`config.mk`:
```
export PLATFORM = sky130hd
export DESIGN_NAME = arf_top
export DESIGN_NICKNAME = d
export VERILOG_FILES = /design/src/verilog/arf_pkg.sv /design/src/verilog/arf_top.sv
export SDC_FILE = /design/constraint.sdc
export NUM_CORES = 1
export LEC_CHECK = 0
export BUFFER_PORTS_ARGS = -buffer_cell sky130_fd_sc_hd__buf_2
export CORE_MARGIN = 2
export CORE_UTILIZATION = 42
export DETAILED_ROUTE_END_ITERATION = 12
export GPL_TIMING_DRIVEN = 0
export PLACE_DENSITY = 0.59
export SLEW_MARGIN = 20
export SYNTH_ARGS = -nofsm -noshare
export SYNTH_HDL_FRONTEND = slang
export SYNTH_SLANG_ARGS = --single-unit
```
`constraint.sdc`:
```
create_clock -name hclk -period 12.1 [get_ports hclk]
set_input_delay 1.815 -clock hclk [delete_from_list [all_inputs] [get_ports hclk]]
set_output_delay 1.815 -clock hclk [all_outputs]
set_load 0.005 [all_outputs]
```
`src/verilog/arf_pkg.sv`:
```
// constants for the ascii reply framer with reception timeout
package arf_pkg;
	// ************************************************************
	// character codes
	// ************************************************************
	localparam logic [7:0] CH_STX = 8'h02;
	localparam logic [7:0] CH_ACK = 8'h06;
	localparam logic [7:0] CH_CR = 8'h0D;
	localparam logic [7:0] CH_NAK = 8'h15;
	localparam logic [7:0] CH_ZERO = 8'h30;
	localparam logic [7:0] CH_NINE = 8'h39;
	localparam logic [7:0] CH_UA = 8'h41;
	localparam logic [7:0] CH_UF = 8'h46;
	localparam logic [7:0] CH_UH = 8'h48;
	localparam logic [7:0] CH_UP = 8'h50;
	localparam logic [7:0] CH_LB = 8'h62;
	localparam logic [7:0] CH_HEX_AF = 8'h37;  // 'A' minus ten
	localparam logic [7:0] LOOP_PATTERN = 8'h55;
	// ************************************************************
	// negative reply error codes
	// ************************************************************
	localparam logic [7:0] ERR_NONE = 8'h00;
	localparam logic [7:0] ERR_PARITY = 8'h01;
	localparam logic [7:0] ERR_CHECKSUM = 8'h02;
	localparam logic [7:0] ERR_FRAMING = 8'h03;
	localparam logic [7:0] ERR_OVERRUN = 8'h04;
	localparam logic [7:0] ERR_PROTOCOL = 8'h05;
	localparam logic [7:0] ERR_ASCII = 8'h06;
	localparam logic [7:0] ERR_BUF_OVR = 8'h07;
	localparam logic [7:0] ERR_TIMEOUT = 8'h08;
	localparam logic [7:0] ERR_UNK_CMD = 8'h11;
	localparam logic [7:0] ERR_EXEC_DIS = 8'h13;
	localparam logic [7:0] ERR_PARAM = 8'h16;
	// ************************************************************
	// register map (byte offsets) and fields
	// ************************************************************
	localparam logic [7:0] OFF_CTRL = 8'h00;
	localparam logic [7:0] OFF_TIMEOUT = 8'h04;
	localparam logic [7:0] OFF_WAIT = 8'h08;
	localparam logic [7:0] OFF_CHARTIME = 8'h0C;
	localparam logic [7:0] OFF_STATUS = 8'h10;
	localparam logic [7:0] OFF_QUERY = 8'h14;
	localparam logic [7:0] OFF_REPLY = 8'h18;
	localparam int CTRL_ACT_LSB = 8;
	localparam int CTRL_SPD_LSB = 16;
	localparam int REPLY_NAK_BIT = 8;
	localparam int ST_TIMEOUT_BIT = 2;
	localparam logic [5:0] RST_STATION = 6'h01;
	localparam logic [2:0] RST_ERR_ACTION = 3'h2;
	localparam logic [7:0] RST_SPEED_SEL = 8'h04;
	localparam logic [7:0] SPEED_LOOPBACK = 8'h02;
	localparam logic [2:0] ACT_TRIP = 3'h0;
	localparam logic [2:0] ACT_DECEL_TRIP = 3'h1;
	localparam logic [2:0] ACT_IGNORE = 3'h2;
	localparam logic [2:0] ACT_COAST = 3'h3;
	localparam logic [2:0] ACT_DECEL = 3'h4;
	// ************************************************************
	// timing
	// ************************************************************
	localparam int CLK_PERIOD_PS = 5000;
	localparam int TICK_PS = 100000000;  // 0.1 ms wait-time step
	localparam int TICK_CYC = TICK_PS / CLK_PERIOD_PS;
	localparam int TIMEOUT_TICKS = 100;  // 0.01 s step in ticks
	localparam int CHAR_CYC_DEF = 208334;  // one 10-bit char at 9600 Bd
	localparam int MAX_QUERY = 16;  // bytes held after start-of-text
endpackage

```
`src/verilog/arf_top.sv`:
```
// ascii reply framer with reception timeout and ahb-lite registers
//
// Design decisions made here: the register offsets and register access over AHB-Lite.
`timescale 1ns/10ps
module arf_top
	import arf_pkg::*;
#(
	parameter int TICK_CYCLES = TICK_CYC,
	parameter int CHAR_CYCLES = CHAR_CYC_DEF
) (
	input wire logic hclk,
	input wire logic hresetn,
	input wire logic hsel,
	input wire logic [7:0] haddr,
	input wire logic [1:0] htrans,
	input wire logic hwrite,
	input wire logic [2:0] hsize,
	input wire logic [31:0] hwdata,
	input wire logic hready,
	output logic hreadyout,
	output logic hresp,
	output logic [31:0] hrdata,
	input wire logic [7:0] speed_select_strap,
	input wire logic rx_valid,
	input wire logic [7:0] rx_data,
	input wire logic rx_parity_err,
	input wire logic rx_framing_err,
	input wire logic rx_overrun_err,
	output logic tx_valid,
	output logic [7:0] tx_data,
	input wire logic tx_ready,
	output logic comm_error_trip,
	output logic stop_decel_req,
	output logic stop_coast_req
);
	typedef enum logic [5:0] {
		ARF_IDLE = 6'b000001,
		ARF_RECV = 6'b000010,
		ARF_DECIDE = 6'b000100,
		ARF_GAP = 6'b001000,
		ARF_SEND = 6'b010000,
		ARF_LOOP = 6'b100000
	} arf_state_t;

	// ************************************************************
	// functions
	// ************************************************************
	// nibble to ascii hex digit
	function automatic logic [7:0] hex2asc(input logic [3:0] n);
		hex2asc = (n < 4'hA) ? CH_ZERO + {4'h0, n} : CH_HEX_AF + {4'h0, n};
	endfunction

	// ascii hex digit to {valid, nibble}
	function automatic logic [4:0] asc2hex(input logic [7:0] c);
		logic [7:0] t;
		t = 8'h00;
		if (c >= CH_ZERO && c <= CH_NINE) begin
			t = c - CH_ZERO;
			asc2hex = {1'b1, t[3:0]};
		end else if (c >= CH_UA && c <= CH_UF) begin
			t = c - CH_HEX_AF;
			asc2hex = {1'b1, t[3:0]};
		end else begin
			asc2hex = 5'h00;
		end
	endfunction

	// characters allowed inside a frame body
	function automatic logic is_code_char(input logic [7:0] c);
		logic [4:0] h;
		h = asc2hex(c);
		is_code_char = h[4] || c == CH_UH || c == CH_UP ||
			c == CH_LB;
	endfunction

	// station address 1..32 as two decimal characters
	function automatic logic [15:0] addr_chars(input logic [5:0] a);
		logic [3:0] tens;
		logic [5:0] ones;
		tens = (a >= 6'd30) ? 4'd3 : (a >= 6'd20) ? 4'd2 :
			(a >= 6'd10) ? 4'd1 : 4'd0;
		ones = a - {2'b00, tens} * 6'd10;  // product kept six bits wide
		addr_chars = {hex2asc(tens), hex2asc(ones[3:0])};
	endfunction

	// byte number idx of the reply frame
	function automatic logic [7:0] reply_byte(input logic [3:0] idx,
		input logic nak, input logic [7:0] code, input logic [15:0] ac);
		logic [7:0] bcc;
		logic [7:0] e1;
		logic [7:0] e0;
		e1 = hex2asc(code[7:4]);
		e0 = hex2asc(code[3:0]);
		if (nak) begin
			bcc = ac[15:8] ^ ac[7:0] ^ CH_NAK ^ e1 ^ e0;
		end else begin
			bcc = ac[15:8] ^ ac[7:0] ^ CH_ACK;
		end
		case (idx)
			4'd0: reply_byte = CH_STX;
			4'd1: reply_byte = ac[15:8];
			4'd2: reply_byte = ac[7:0];
			4'd3: reply_byte = nak ? CH_NAK : CH_ACK;
			4'd4: reply_byte = nak ? e1 : hex2asc(bcc[7:4]);
			4'd5: reply_byte = nak ? e0 : hex2asc(bcc[3:0]);
			4'd6: reply_byte = nak ? hex2asc(bcc[7:4]) : CH_CR;
			4'd7: reply_byte = nak ? hex2asc(bcc[3:0]) : CH_CR;
			default: reply_byte = CH_CR;
		endcase
	endfunction

	// ************************************************************
	// declarations
	// ************************************************************
	arf_state_t state_r;
	arf_state_t state_nxt;
	logic [5:0] station_r;
	logic [2:0] err_action_r;
	logic [7:0] speed_sel_r;
	logic [13:0] timeout_lim_r;
	logic [13:0] wait_r;
	logic [19:0] char_cyc_r;
	logic boot_r;
	logic ph_valid_r;
	logic ph_write_r;
	logic [7:0] ph_addr_r;
	logic wr_en;
	logic rd_en;
	logic [31:0] rd_mux;
	logic [14:0] tick_cnt_r;
	logic tick;
	logic [4:0] len_r;
	logic [7:0] rx_xor_r;
	logic [7:0] prev1_r;
	logic [7:0] prev0_r;
	logic [15:0] node_r;
	logic [15:0] cmd_r;
	logic [7:0] err_r;
	logic [7:0] rx_err_code;
	logic [15:0] own_ac;
	logic [7:0] bcc_calc;
	logic [7:0] bcc_got;
	logic bcc_ok;
	logic is_bcast;
	logic is_mine;
	logic end_frame;
	logic [20:0] to_cnt_r;
	logic [20:0] to_lim;
	logic to_armed_r;
	logic to_hit;
	logic timeout_flag_r;
	logic query_ready_r;
	logic bcast_r;
	logic [7:0] last_err_r;
	logic reply_nak_r;
	logic [7:0] reply_code_r;
	logic reply_wr;
	logic auto_nak;
	logic [23:0] gap_cnt_r;
	logic [23:0] silent_cyc;
	logic [13:0] wait_cnt_r;
	logic gap_done;
	logic [3:0] idx_r;
	logic [3:0] last_idx;
	logic [4:0] hex_p1;
	logic [4:0] hex_p0;
	logic loop_sent_r;
	logic loop_done_r;
	logic loop_pass_r;

	// ************************************************************
	// ahb-lite slave, zero wait states, always okay
	// ************************************************************
	assign hreadyout = 1'b1;
	assign hresp = 1'b0;

	// address phase capture
	always_ff @(posedge hclk or negedge hresetn) begin
		if (!hresetn) begin
			ph_valid_r <= 1'b0;
			ph_write_r <= 1'b0;
			ph_addr_r <= 8'h00;
		end else if (hready) begin
			ph_valid_r <= hsel && htrans[1];
			ph_write_r <= hwrite;
			ph_addr_r <= {haddr[7:2], 2'b00};
		end
	end

	assign wr_en = ph_valid_r && ph_write_r;
	assign rd_en = hsel && htrans[1] && !hwrite && hready;
	assign reply_wr = wr_en && ph_addr_r == OFF_REPLY;

	// read data, unmapped offsets read zero
	always_comb begin
		case ({haddr[7:2], 2'b00})
			OFF_CTRL: rd_mux = {8'h00, speed_sel_r, 5'h00, err_action_r,
				2'b00, station_r};
			OFF_TIMEOUT: rd_mux = {18'h0, timeout_lim_r};
			OFF_WAIT: rd_mux = {18'h0, wait_r};
			OFF_CHARTIME: rd_mux = {12'h0, char_cyc_r};
			OFF_STATUS: rd_mux = {16'h0, last_err_r, 2'b00, to_armed_r,
				loop_pass_r, loop_done_r, timeout_flag_r, bcast_r,
				query_ready_r};
			OFF_QUERY: rd_mux = {node_r, cmd_r};
			default: rd_mux = 32'h0;
		endcase
	end

	// registered read data
	always_ff @(posedge hclk or negedge hresetn) begin
		if (!hresetn) begin
			hrdata <= 32'h0;
		end else if (rd_en) begin
			hrdata <= rd_mux;
		end
	end

	// configuration registers
	always_ff @(posedge hclk or negedge hresetn) begin
		if (!hresetn) begin
			station_r <= RST_STATION;
			err_action_r <= RST_ERR_ACTION;
			speed_sel_r <= RST_SPEED_SEL;
			timeout_lim_r <= 14'h0;
			wait_r <= 14'h0;
			char_cyc_r <= 20'(CHAR_CYCLES);
			boot_r <= 1'b1;
		end else begin
			boot_r <= 1'b0;
			if (boot_r) begin
				speed_sel_r <= speed_select_strap;
			end else if (wr_en && ph_addr_r == OFF_CTRL) begin
				station_r <= hwdata[5:0];
				err_action_r <= hwdata[CTRL_ACT_LSB +: 3];
				speed_sel_r <= hwdata[CTRL_SPD_LSB +: 8];
			end
			if (wr_en && ph_addr_r == OFF_TIMEOUT) begin
				timeout_lim_r <= hwdata[13:0];
			end
			if (wr_en && ph_addr_r == OFF_WAIT) begin
				wait_r <= hwdata[13:0];
			end
			if (wr_en && ph_addr_r == OFF_CHARTIME) begin
				char_cyc_r <= hwdata[19:0];
			end
		end
	end

	// ************************************************************
	// 0.1 ms tick divider
	// ************************************************************
	always_ff @(posedge hclk or negedge hresetn) begin
		if (!hresetn) begin
			tick_cnt_r <= 15'h0;
		end else if (tick) begin
			tick_cnt_r <= 15'h0;
		end else begin
			tick_cnt_r <= tick_cnt_r + 15'h1;
		end
	end
	assign tick = tick_cnt_r == 15'(TICK_CYCLES - 1);

	// ************************************************************
	// query reception
	// ************************************************************
	always_comb begin
		if (rx_parity_err) begin
			rx_err_code = ERR_PARITY;
		end else if (rx_framing_err) begin
			rx_err_code = ERR_FRAMING;
		end else if (rx_overrun_err) begin
			rx_err_code = ERR_OVERRUN;
		end else if (len_r >= 5'(MAX_QUERY)) begin
			rx_err_code = ERR_BUF_OVR;
		end else if (rx_data != CH_CR && !is_code_char(rx_data)) begin
			rx_err_code = ERR_ASCII;
		end else begin
			rx_err_code = ERR_NONE;
		end
	end

	assign end_frame = state_r == ARF_RECV && rx_valid && rx_data == CH_CR;
	assign own_ac = addr_chars(station_r);
	// strip the two check characters from the running xor
	assign bcc_calc = rx_xor_r ^ prev1_r ^ prev0_r;
	assign hex_p1 = asc2hex(prev1_r);
	assign hex_p0 = asc2hex(prev0_r);
	assign bcc_got = {hex_p1[3:0], hex_p0[3:0]};
	assign bcc_ok = hex_p1[4] && hex_p0[4] &&
		bcc_got == bcc_calc;
	assign is_bcast = node_r == {CH_UF, CH_UF};
	assign is_mine = node_r == own_ac;
	assign auto_nak = err_r != ERR_NONE || len_r < 5'd4 || !bcc_ok;

	// frame assembly: length, running xor, fields, first error
	always_ff @(posedge hclk or negedge hresetn) begin
		if (!hresetn) begin
			len_r <= 5'h0;
			rx_xor_r <= 8'h0;
			prev1_r <= 8'h0;
			prev0_r <= 8'h0;
			node_r <= 16'h0;
			cmd_r <= 16'h0;
			err_r <= ERR_NONE;
		end else if (rx_valid && (state_r == ARF_IDLE ||
			state_r == ARF_RECV) && rx_data == CH_STX) begin
			len_r <= 5'h0;  // a new start in idle or receive restarts the frame
			rx_xor_r <= 8'h0;
			err_r <= ERR_NONE;
		end else if (rx_valid && state_r == ARF_RECV && !end_frame) begin
			if (len_r < 5'(MAX_QUERY)) begin
				len_r <= len_r + 5'h1;
			end
			rx_xor_r <= rx_xor_r ^ rx_data;
			prev1_r <= prev0_r;
			prev0_r <= rx_data;
			if (len_r == 5'd0) begin
				node_r[15:8] <= rx_data;
			end
			if (len_r == 5'd1) begin
				node_r[7:0] <= rx_data;
			end
			if (len_r == 5'd2) begin
				cmd_r[15:8] <= rx_data;
			end
			if (len_r == 5'd3) begin
				cmd_r[7:0] <= rx_data;
			end
			if (err_r == ERR_NONE) begin
				err_r <= rx_err_code;
			end
		end
	end

	// ************************************************************
	// reception timeout supervision
	// ************************************************************
	assign to_lim = 21'(timeout_lim_r * TIMEOUT_TICKS);
	assign to_hit = state_r == ARF_RECV && to_armed_r &&
		timeout_lim_r != 14'h0 && to_cnt_r >= to_lim;

	// timer runs only while a query is being received
	always_ff @(posedge hclk or negedge hresetn) begin
		if (!hresetn) begin
			to_armed_r <= 1'b0;
			to_cnt_r <= 21'h0;
		end else begin
			if (rx_valid && state_r == ARF_IDLE) begin
				to_armed_r <= 1'b1;
			end
			if (state_r != ARF_RECV) begin
				to_cnt_r <= 21'h0;
			end else if (tick) begin
				to_cnt_r <= to_cnt_r + 21'h1;
			end
		end
	end

	// sticky timeout flag and error action levels
	always_ff @(posedge hclk or negedge hresetn) begin
		if (!hresetn) begin
			timeout_flag_r <= 1'b0;
			comm_error_trip <= 1'b0;
			stop_decel_req <= 1'b0;
			stop_coast_req <= 1'b0;
		end else if (to_hit) begin
			timeout_flag_r <= 1'b1;  // set wins over clear
			comm_error_trip <= err_action_r == ACT_TRIP ||
				err_action_r == ACT_DECEL_TRIP;
			stop_decel_req <= err_action_r == ACT_DECEL_TRIP ||
				err_action_r == ACT_DECEL;
			stop_coast_req <= err_action_r == ACT_COAST;
		end else if (wr_en && ph_addr_r == OFF_STATUS &&
			hwdata[ST_TIMEOUT_BIT]) begin
			timeout_flag_r <= 1'b0;
			comm_error_trip <= 1'b0;
			stop_decel_req <= 1'b0;
			stop_coast_req <= 1'b0;
		end
	end

	// ************************************************************
	// sequencer
	// ************************************************************
	always_comb begin
		state_nxt = state_r;
		case (state_r)
			ARF_IDLE: begin
				if (boot_r && speed_select_strap == SPEED_LOOPBACK) begin
					state_nxt = ARF_LOOP;
				end else if (rx_valid && rx_data == CH_STX) begin
					state_nxt = ARF_RECV;
				end
			end
			ARF_RECV: begin
				if (to_hit) begin
					state_nxt = ARF_IDLE;
				end else if (end_frame) begin
					if (is_bcast || !is_mine) begin
						state_nxt = ARF_IDLE;
					end else if (auto_nak) begin
						state_nxt = ARF_GAP;
					end else begin
						state_nxt = ARF_DECIDE;
					end
				end
			end
			ARF_DECIDE: begin
				if (reply_wr) begin
					state_nxt = ARF_GAP;
				end
			end
			ARF_GAP: begin
				if (gap_done) begin
					state_nxt = ARF_SEND;
				end
			end
			ARF_SEND: begin
				if (tx_ready && idx_r == last_idx) begin
					state_nxt = ARF_IDLE;
				end
			end
			ARF_LOOP: state_nxt = ARF_LOOP;
			default: state_nxt = ARF_IDLE;
		endcase
	end

	always_ff @(posedge hclk or negedge hresetn) begin
		if (!hresetn) begin
			state_r <= ARF_IDLE;
		end else begin
			state_r <= state_nxt;
		end
	end

	// query notification and reply selection
	always_ff @(posedge hclk or negedge hresetn) begin
		if (!hresetn) begin
			query_ready_r <= 1'b0;
			bcast_r <= 1'b0;
			last_err_r <= ERR_NONE;
			reply_nak_r <= 1'b0;
			reply_code_r <= ERR_NONE;
		end else if (to_hit) begin
			last_err_r <= ERR_TIMEOUT;
		end else if (end_frame && (is_mine || is_bcast)) begin
			bcast_r <= is_bcast;
			query_ready_r <= !auto_nak;
			reply_nak_r <= 1'b1;
			if (err_r != ERR_NONE) begin
				reply_code_r <= err_r;
			end else if (len_r < 5'd4) begin
				reply_code_r <= ERR_PROTOCOL;
			end else begin
				reply_code_r <= ERR_CHECKSUM;
			end
			last_err_r <= err_r != ERR_NONE ? err_r :
				len_r < 5'd4 ? ERR_PROTOCOL :
				bcc_ok ? ERR_NONE : ERR_CHECKSUM;
		end else if (reply_wr && state_r == ARF_DECIDE) begin
			query_ready_r <= 1'b0;
			reply_nak_r <= hwdata[REPLY_NAK_BIT];
			reply_code_r <= hwdata[7:0];
		end
	end

	// ************************************************************
	// silent interval plus wait time before the reply
	// ************************************************************
	assign silent_cyc = 24'((char_cyc_r * 7 + 1) >> 1);
	assign gap_done = gap_cnt_r >= silent_cyc && wait_cnt_r >= wait_r;

	always_ff @(posedge hclk or negedge hresetn) begin
		if (!hresetn) begin
			gap_cnt_r <= 24'h0;
			wait_cnt_r <= 14'h0;
		end else if (state_r != ARF_GAP) begin
			gap_cnt_r <= 24'h0;
			wait_cnt_r <= 14'h0;
		end else if (gap_cnt_r < silent_cyc) begin
			gap_cnt_r <= gap_cnt_r + 24'h1;
		end else if (tick && wait_cnt_r < wait_r) begin
			wait_cnt_r <= wait_cnt_r + 14'h1;
		end
	end

	// ************************************************************
	// reply transmission and loopback test
	// ************************************************************
	assign last_idx = reply_nak_r ? 4'd8 : 4'd6;
	assign tx_valid = state_r == ARF_SEND ||
		(state_r == ARF_LOOP && !loop_sent_r);

	always_ff @(posedge hclk or negedge hresetn) begin
		if (!hresetn) begin
			idx_r <= 4'h0;
			tx_data <= 8'h00;
		end else if (state_nxt == ARF_LOOP) begin
			tx_data <= LOOP_PATTERN;  // ready as tx_valid rises
		end else if (state_r == ARF_GAP) begin
			idx_r <= 4'h0;
			tx_data <= CH_STX;
		end else if (state_r == ARF_SEND && tx_ready) begin
			idx_r <= idx_r + 4'h1;
			tx_data <= reply_byte(idx_r + 4'h1, reply_nak_r, reply_code_r,
				own_ac);
		end
	end

	// loopback: send one pattern, compare the echo
	always_ff @(posedge hclk or negedge hresetn) begin
		if (!hresetn) begin
			loop_sent_r <= 1'b0;
			loop_done_r <= 1'b0;
			loop_pass_r <= 1'b0;
		end else if (state_r == ARF_LOOP) begin
			if (tx_valid && tx_ready) begin
				loop_sent_r <= 1'b1;
			end
			if (loop_sent_r && !loop_done_r && rx_valid) begin
				loop_done_r <= 1'b1;
				loop_pass_r <= rx_data == LOOP_PATTERN && rx_err_code !=
					ERR_PARITY && !rx_framing_err && !rx_overrun_err;
			end
		end
	end
endmodule

```
==> results of run 1 <==
==> through the flow <==
step                      setup slack (ns)  hold WS (ns)  instance area, um^2  instances
after floorplan                       6.55         0.445                18600       1960
after global placement                3.78         0.450                19800       2647
after detailed placement              5.34         0.455                19900       2652
after CTS                             5.34         0.468                21100       2714
after global routing                  5.28         0.489                21200       2714
final                                 5.62         0.464                21200       2715
==> metal layers <==
metal	track usage (%)	wire length, um
met4	7.78	1740
met1	31.8	24200
met3	4.09	3020
met2	37.4	24200
met5	0	0
==> worst max path at each step <==
stage / from / end / cells after the start
3_5_place_dp: char_cyc_r[0]$_DFFE_PN0P_ / wait_cnt_r[13]$_DFFE_PN0P_ / 20
2_1_floorplan: char_cyc_r[0]$_DFFE_PN0P_ / wait_cnt_r[11]$_DFFE_PN0P_ / 20
4_1_cts: char_cyc_r[0]$_DFFE_PN0P_ / wait_cnt_r[13]$_DFFE_PN0P_ / 20
5_1_grt: char_cyc_r[0]$_DFFE_PN0P_ / wait_cnt_r[13]$_DFFE_PN0P_ / 20
3_3_place_gp: hresetn / idx_r[1]$_DFFE_PN0P_ / 1
6_report: char_cyc_r[0]$_DFFE_PN0P_ / wait_cnt_r[13]$_DFFE_PN0P_ / 20
==> kinds of logic (layout without fill, tap and decap cells) <==
logic type	Yosys count	count (layout)
and+or+nand+nor	664	664
AOI/OAI and AO/OA	403	403
DFF	284	284
adders and majority gates	187	187
buffers and inverters	179	341
xor gates and xnor gates	143	143
muxes	96	96
other	2	5
==> cell usage in the layout, fill, tap and decap left out, types with 37 or more instances in the layout <==
| cell type | n |
|---|---|
| ha_1 | 157 |
| inv_1 | 110 |
| buf_2 | 96 |
| nand2_1 | 239 |
| xnor2_1 | 69 |
| clkbuf_16 | 37 |
| nor2_1 | 141 |
| nand4_1 | 41 |
| dfrtp_1 | 268 |
| o21ai_0 | 134 |
| xor2_1 | 72 |
| nand3_1 | 57 |
| a21oi_1 | 71 |
| clkbuf_1 | 69 |
| mux2_2 | 74 |
==> where the power goes <==
part | internal, mW | switching (mW) | leakage (nW)
Combinational | 0.653 | 0.788 | 5.64
Clock | 0.685 | 0.429 | 0.588
Sequential | 1.02 | 0.0922 | 3.59
Total | 2.36 | 1.31 | 9.81
==> layout make-up <==
cell class                      count  area [um^2]  area share, %
Antenna cell                        1         2.50         0.0118
Tap cell                          592          741           3.50
Multi-Input combinational cell   1497        10800           51.0
Clock inverter                      7          119          0.562
Clock buffer                       55         1090           5.17
Sequential cell                   284         7130           33.7
Inverter                          110          413           1.95
Timing Repair Buffer              100          583           2.76
Buffer                             69          284           1.34
==> sequential cells by signal, indices dropped and copies added, names as in the netlist, 15 cells and up <==
signal and cells:
node_r 16, tick_cnt_r 15, cmd_r 16, hrdata 32, to_cnt_r 21, gap_cnt_r 24
char_cyc_r 20
==> worst max-delay path, cell delays in order, from the launching register on <==
cell and delay (ns):
dfrtp_1 0.45, fa_1 0.59, inv_1 0.07, fa_1 0.43, nand2b_1 0.19, a211oi_1 0.25
o31ai_1 0.12, a21oi_1 0.28, a211o_1 0.18, a21oi_1 0.11, o21a_1 0.23, or4b_2 0.61
and3_1 0.17, ha_1 0.29, nand2_1 0.05, nor4_1 0.53, o311ai_1 0.32, a31oi_2 0.65
o2111ai_1 0.30, or3_1 0.40, a21oi_1 0.14
==> flow_summary.yaml, run 1 <==
outcome:
  status: "finished, final reports clean"
finish:
  drive_above_1_share_pct: 13.4
  syn_to_final_growth_pct: 13.8
  layout.nets: 2357
  postLayoutCoreUtil_pct: 48.2
  nFillCells: 4189
hold_path:
  worstHoldStart: "hrdata[26]$_DFFE_PN0P_"
  hold_path.class: "reg -> reg"
  holdPathStages: 2
  whs_endpoint: "hrdata[26]$_DFFE_PN0P_"
synth:
  synthTopCellsByArea: "dfrtp_1, ha_1, nand2_1"
  yosys-mux-area-fraction_pct: 5.72
  synth_top_area_share_pct: 36.1
  synth_cell_type_count: 90
  yosys_most_used_dff: "dfrtp_1"
  synth-simple-area-share_pct: 17.3
  postSynthAreaPerCell_um2: 9.49
  synth_top_family_by_area: "simple AND/OR/NAND/NOR gates"
  ys_warn_count: 0
  synthCells: 1958
  synth_xor_area_share_pct: 6.85
  synth.most_common_cell: "dfrtp_1"
  yosys.area_share.adder_pct: 13.8
  seq_area_frac_synth_pct: 38.3
  synth_compound_area_share_pct: 14.2
  synth_area_mm2: 0.0186
  synth_edf_count: 0
  synth_commonest_cells: "dfrtp_1, nand2_1, ha_1, nor2_1, o21ai_0"
  synth-seq-cells: 284
  synth_area_leader_cell: "dfrtp_1"
  async_flop_share_pct: 100
setup_path:
  arrival_ns: 6.93
  r2r_end: "wait_cnt_r[13]$_DFFE_PN0P_"
  reg2reg_depth: 20
  start_kind: "register"
  critPathKind: "reg -> reg"
  r2r_start: "char_cyc_r[0]$_DFFE_PN0P_"
  path_max_fanout: 9
  r2r_slack_ns: 5.62
  crit_path_end_kind: "register"
  cp_data_required_time_ns: 12.55
die:
  ios: 117
  dieHeight_um: 214
  core-area_mm2: 0.0439
  dieArea_mm2: 0.0460
  die_width_um: 214
  start_util_pct: 42.3
  rows: 77
grt:
  gr-usage-all-layers_pct: 23.3
  grt_pass1_wl_um: 84400
  grt-ovfl-total: 0
  grt_pass1_vias: 15114
  antenna_found_initial: 0
  grt_max_degree: 99
place:
  gp_congestion: 0.884
  dp_hpwl_um: 40400
  portBuffers: 95
timing:
  period_minus_slack_ns: 6.48
  tns_ns: 0
  drv_slew: 0
  relSlewSlack_pct: 24.3
  min_period_over_period_pct: 53.6
  worstMarginPinSlew_ns: 1.13
  finalClockSkew_ns: 0.0231
  max_freq_ghz: 0.154
  rsz0062_at_grt: "false"
  setup_viol: 0
  final_hold_viol_count: 0
detailed_routing:
  postRouteAntennaNets: 0
  drt_iter0_markers: 1060
  drc: 0
  vias: 15179
  wire_per_inst_um: 19.6
  via_per_inst: 5.59
  wl_um: 53100
  drt-pass1-iter-count: 6
pwr:
  pwr_density_cell_mw_per_mm2: 174
  p_leak_nw: 9.81
  irDropWorstVdd_mv: 0.115
  p_total_mw: 3.67
clock_network:
  cts_tree: "built"
  cts_hold_buf: 0
  cts-root-buf: "clkbuf_16"
  cts_setup_buffers: 0
  cts-resized-gates: 0
  insertion_delay_ns: 0.55
  clockBufferDepth: 3
  path_clk_slew_ns: 0.06
  cts-buffers-inserted: 37
  numClockSinks: 284
  htree_num_levels: 2
run:
  maxCapViolCount: 0
Note: power is estimated with default switching activity, not from simulation.
==> inputs of run 2 (changes only) <==
- PLACE_DENSITY: 0.59 -> 0.61
- clock period: 12.1 -> 5.42 ns (I/O delays scaled with it)
==> run 2 against run 1 <==
Fmax is 23% higher. Via count grew 1.4%. Die area unchanged. Clock skew down 0.0078 ns. First-iteration DRC count increased by 15%. Final area is 2.1% higher. Non-clock buffer count increased by 26. Power grew 130%. Count of clock-buffer cells in the layout rose by 2.
==> flow_summary.yaml, run 2 (same netlist as run 1, synthesis figures left out) <==
timing:
  setup_viol: 0
  worstMarginPinSlew_ns: 1.01
  min_period_over_period_pct: 97.4
  relSlewSlack_pct: 32.0
  final_hold_viol_count: 0
  rsz0062_at_grt: "true"
  drv_slew: 0
  max_freq_ghz: 0.190
  finalClockSkew_ns: 0.0154
  period_minus_slack_ns: 5.28
setup_path:
  slowest_delay_ns: 0.61
  path_cells: "fa_1, inv_1, fa_2, nand2b_4, a211oi_2, o31ai_2, a21oi_2, a211o_1, a21oi_4, o21a_1, or4b_2, and3_4, ha_4, nand2_2, nor4_4, buf_4, o311ai_4, and3_4, or4_4, xnor2_2, nor2_1"
  path_common_cell: "and3_4"
  reg2reg_depth: 21
  path_max_fanout: 4
  r2r_start: "char_cyc_r[0]$_DFFE_PN0P_"
  start_kind: "register"
  cp_data_required_time_ns: 5.83
  critPathKind: "reg -> reg"
  r2r_end: "wait_cnt_r[7]$_DFFE_PN0P_"
  worst_path_max_delay_cell: "or4b_2"
  r2r_slack_ns: 0.14
  crit_path_end_kind: "register"
  arrival_ns: 5.69
place:
  portBuffers: 95
  gp_congestion: 0.923
  dp_cells: 2652
  dp_hpwl_um: 40100
  dpl_cell_area_mm2: 0.0199
die:
  dieHeight_um: 214
  ios: 117
  die_width_um: 214
  start_util_pct: 42.3
  core-area_mm2: 0.0439
  dieArea_mm2: 0.0460
  rows: 77
grt:
  grt_max_degree: 89
  grt_pass1_vias: 15129
  grt_pass1_wl_um: 83600
  antenna_found_initial: 2
  grt-ovfl-total: 0
  gr-usage-all-layers_pct: 23.0
clock_network:
  numClockSinks: 284
  clockBufferDepth: 3
  cts_tree: "built"
  htree_num_levels: 2
  insertion_delay_ns: 0.55
  path_clk_slew_ns: 0.06
  cts-root-buf: "clkbuf_16"
  cts-buffers-inserted: 35
detailed_routing:
  drc: 0
  via_per_inst: 5.61
  drt-pass1-iter-count: 7
  drt_iter0_markers: 1215
  postRouteAntennaNets: 0
  vias: 15394
  wire_per_inst_um: 19.5
  wl_um: 53500
finish:
  reg_top3: "hrdata x32, gap_cnt_r x24, to_cnt_r x21"
  final_cell_mix: "dfrtp_1, nand2_1, ha_1"
  postLayoutCoreUtil_pct: 49.2
  layout.nets: 2381
  multi_input_area_mm2: 0.0111
  drive_above_1_share_pct: 16.8
  mostFrequentLayoutCell: "dfrtp_1"
  syn_to_final_growth_pct: 16.2
  stdcell_area_mm2: 0.0216
  instances_no_fill: 2742
  nFillCells: 4204
  regArea_mm2: 0.00713
  top_register: "hrdata"
  largest_register_ffs: 32
pwr:
  irDropWorstVdd_mv: 0.287
  p_total_mw: 8.41
  p_leak_nw: 9.93
  pwr_density_cell_mw_per_mm2: 389
run:
  maxCapViolCount: 0
hold_path:
  hold_path.class: "in -> async"
outcome:
  status: "finished, final reports clean"
-- run 2: cell types whose count changed in the layout (fill, tap and decap cells not counted), sizes merged --
cell,change
bufinv,-2
clkinv,+3
inv,-1
clkinvlp,-1
buf,+27
clkbuf,+1
-- run 2: critical path: cells and delay by family, from the launching register on --
kind | cells | cell delay (ns)
flops | 1 | 0.42
fa+ha+maj | 3 | 1.19
xor+xnor | 1 | 0.16
simple gates | 8 | 2.00
buf+inv | 2 | 0.24
compound gates | 7 | 1.13
-- run 2: cell type report --
class	count	share of cell area (%)
tap	592	3.43
antenna	1	0.0116
inverter	110	1.91
buffer	69	1.37
clock inverter	6	0.266
multi-input combinational	1497	51.4
timing repair buffer	126	3.64
clock buffer	57	4.96
sequential	284	33.0
-- run 2: metrics by stage --
| step | hold WS (ns) | setup slack (ns) | TNS (ns) |
|---|---|---|---|
| 6_report | 0.177 | 0.143 | 0 |
| 5_1_grt | 0.209 | -0.0565 | -0.273 |
| 4_1_cts | 0.178 | 0.00360 | 0 |
| 3_5_place_dp | 0.455 | -0.880 | -20.78 |
| 3_3_place_gp | 0.451 | -1.88 | -506.19 |
| 2_1_floorplan | 0.445 | 0.0499 | 0 |
-- run 2: repair_timing --
action                                  4_1_cts  5_1_grt
endpoints found under the setup margin       56       56
hold buffers                                  0        0
pin swaps                                     9       27
gates resized for setup                      30       51
setup buffers                                10       16
gates cloned                                  0        1
-- run 2: worst max-delay path by stage --
stage | slack [ns] | depth (start not counted) | startpoint | to
after floorplan | 0.05 | 20 | char_cyc_r[0]$_DFFE_PN0P_ | wait_cnt_r[11]$_DFFE_PN0P_
after global placement | -1.88 | 1 | hresetn | tick_cnt_r[2]$_DFF_PN0_
final | 0.14 | 21 | char_cyc_r[0]$_DFFE_PN0P_ | wait_cnt_r[7]$_DFFE_PN0P_
after detailed placement | -0.88 | 20 | char_cyc_r[0]$_DFFE_PN0P_ | wait_cnt_r[13]$_DFFE_PN0P_
after global routing | -0.06 | 22 | char_cyc_r[2]$_DFFE_PN1P_ | gap_cnt_r[6]$_DFFE_PN0P_
after CTS | 0.004 | 23 | timeout_lim_r[2]$_DFFE_PN0P_ | reply_code_r[2]$_DFFE_PN0P_
-- run 2: power by group --
group / internal [mW] / switching [mW] / total [mW] / leakage, nW
registers: 2.29 / 0.209 / 2.49 / 3.59
clock network: 1.40 / 0.938 / 2.33 / 0.552
logic: 1.64 / 1.94 / 3.58 / 5.79
-- run 2: per-layer routing --
layer / track usage (%) / up-vias / share of wire [%] / wire, um
met3: 4.87 / 100 / 6.3 / 3350
met4: 8.70 / 2 / 3.9 / 2070
met5: 0 / - / 0.024 / 13
li1: - / 7275 / - / -
met1: 31.1 / 7563 / 45 / 24000
met2: 36.1 / 454 / 45 / 24100
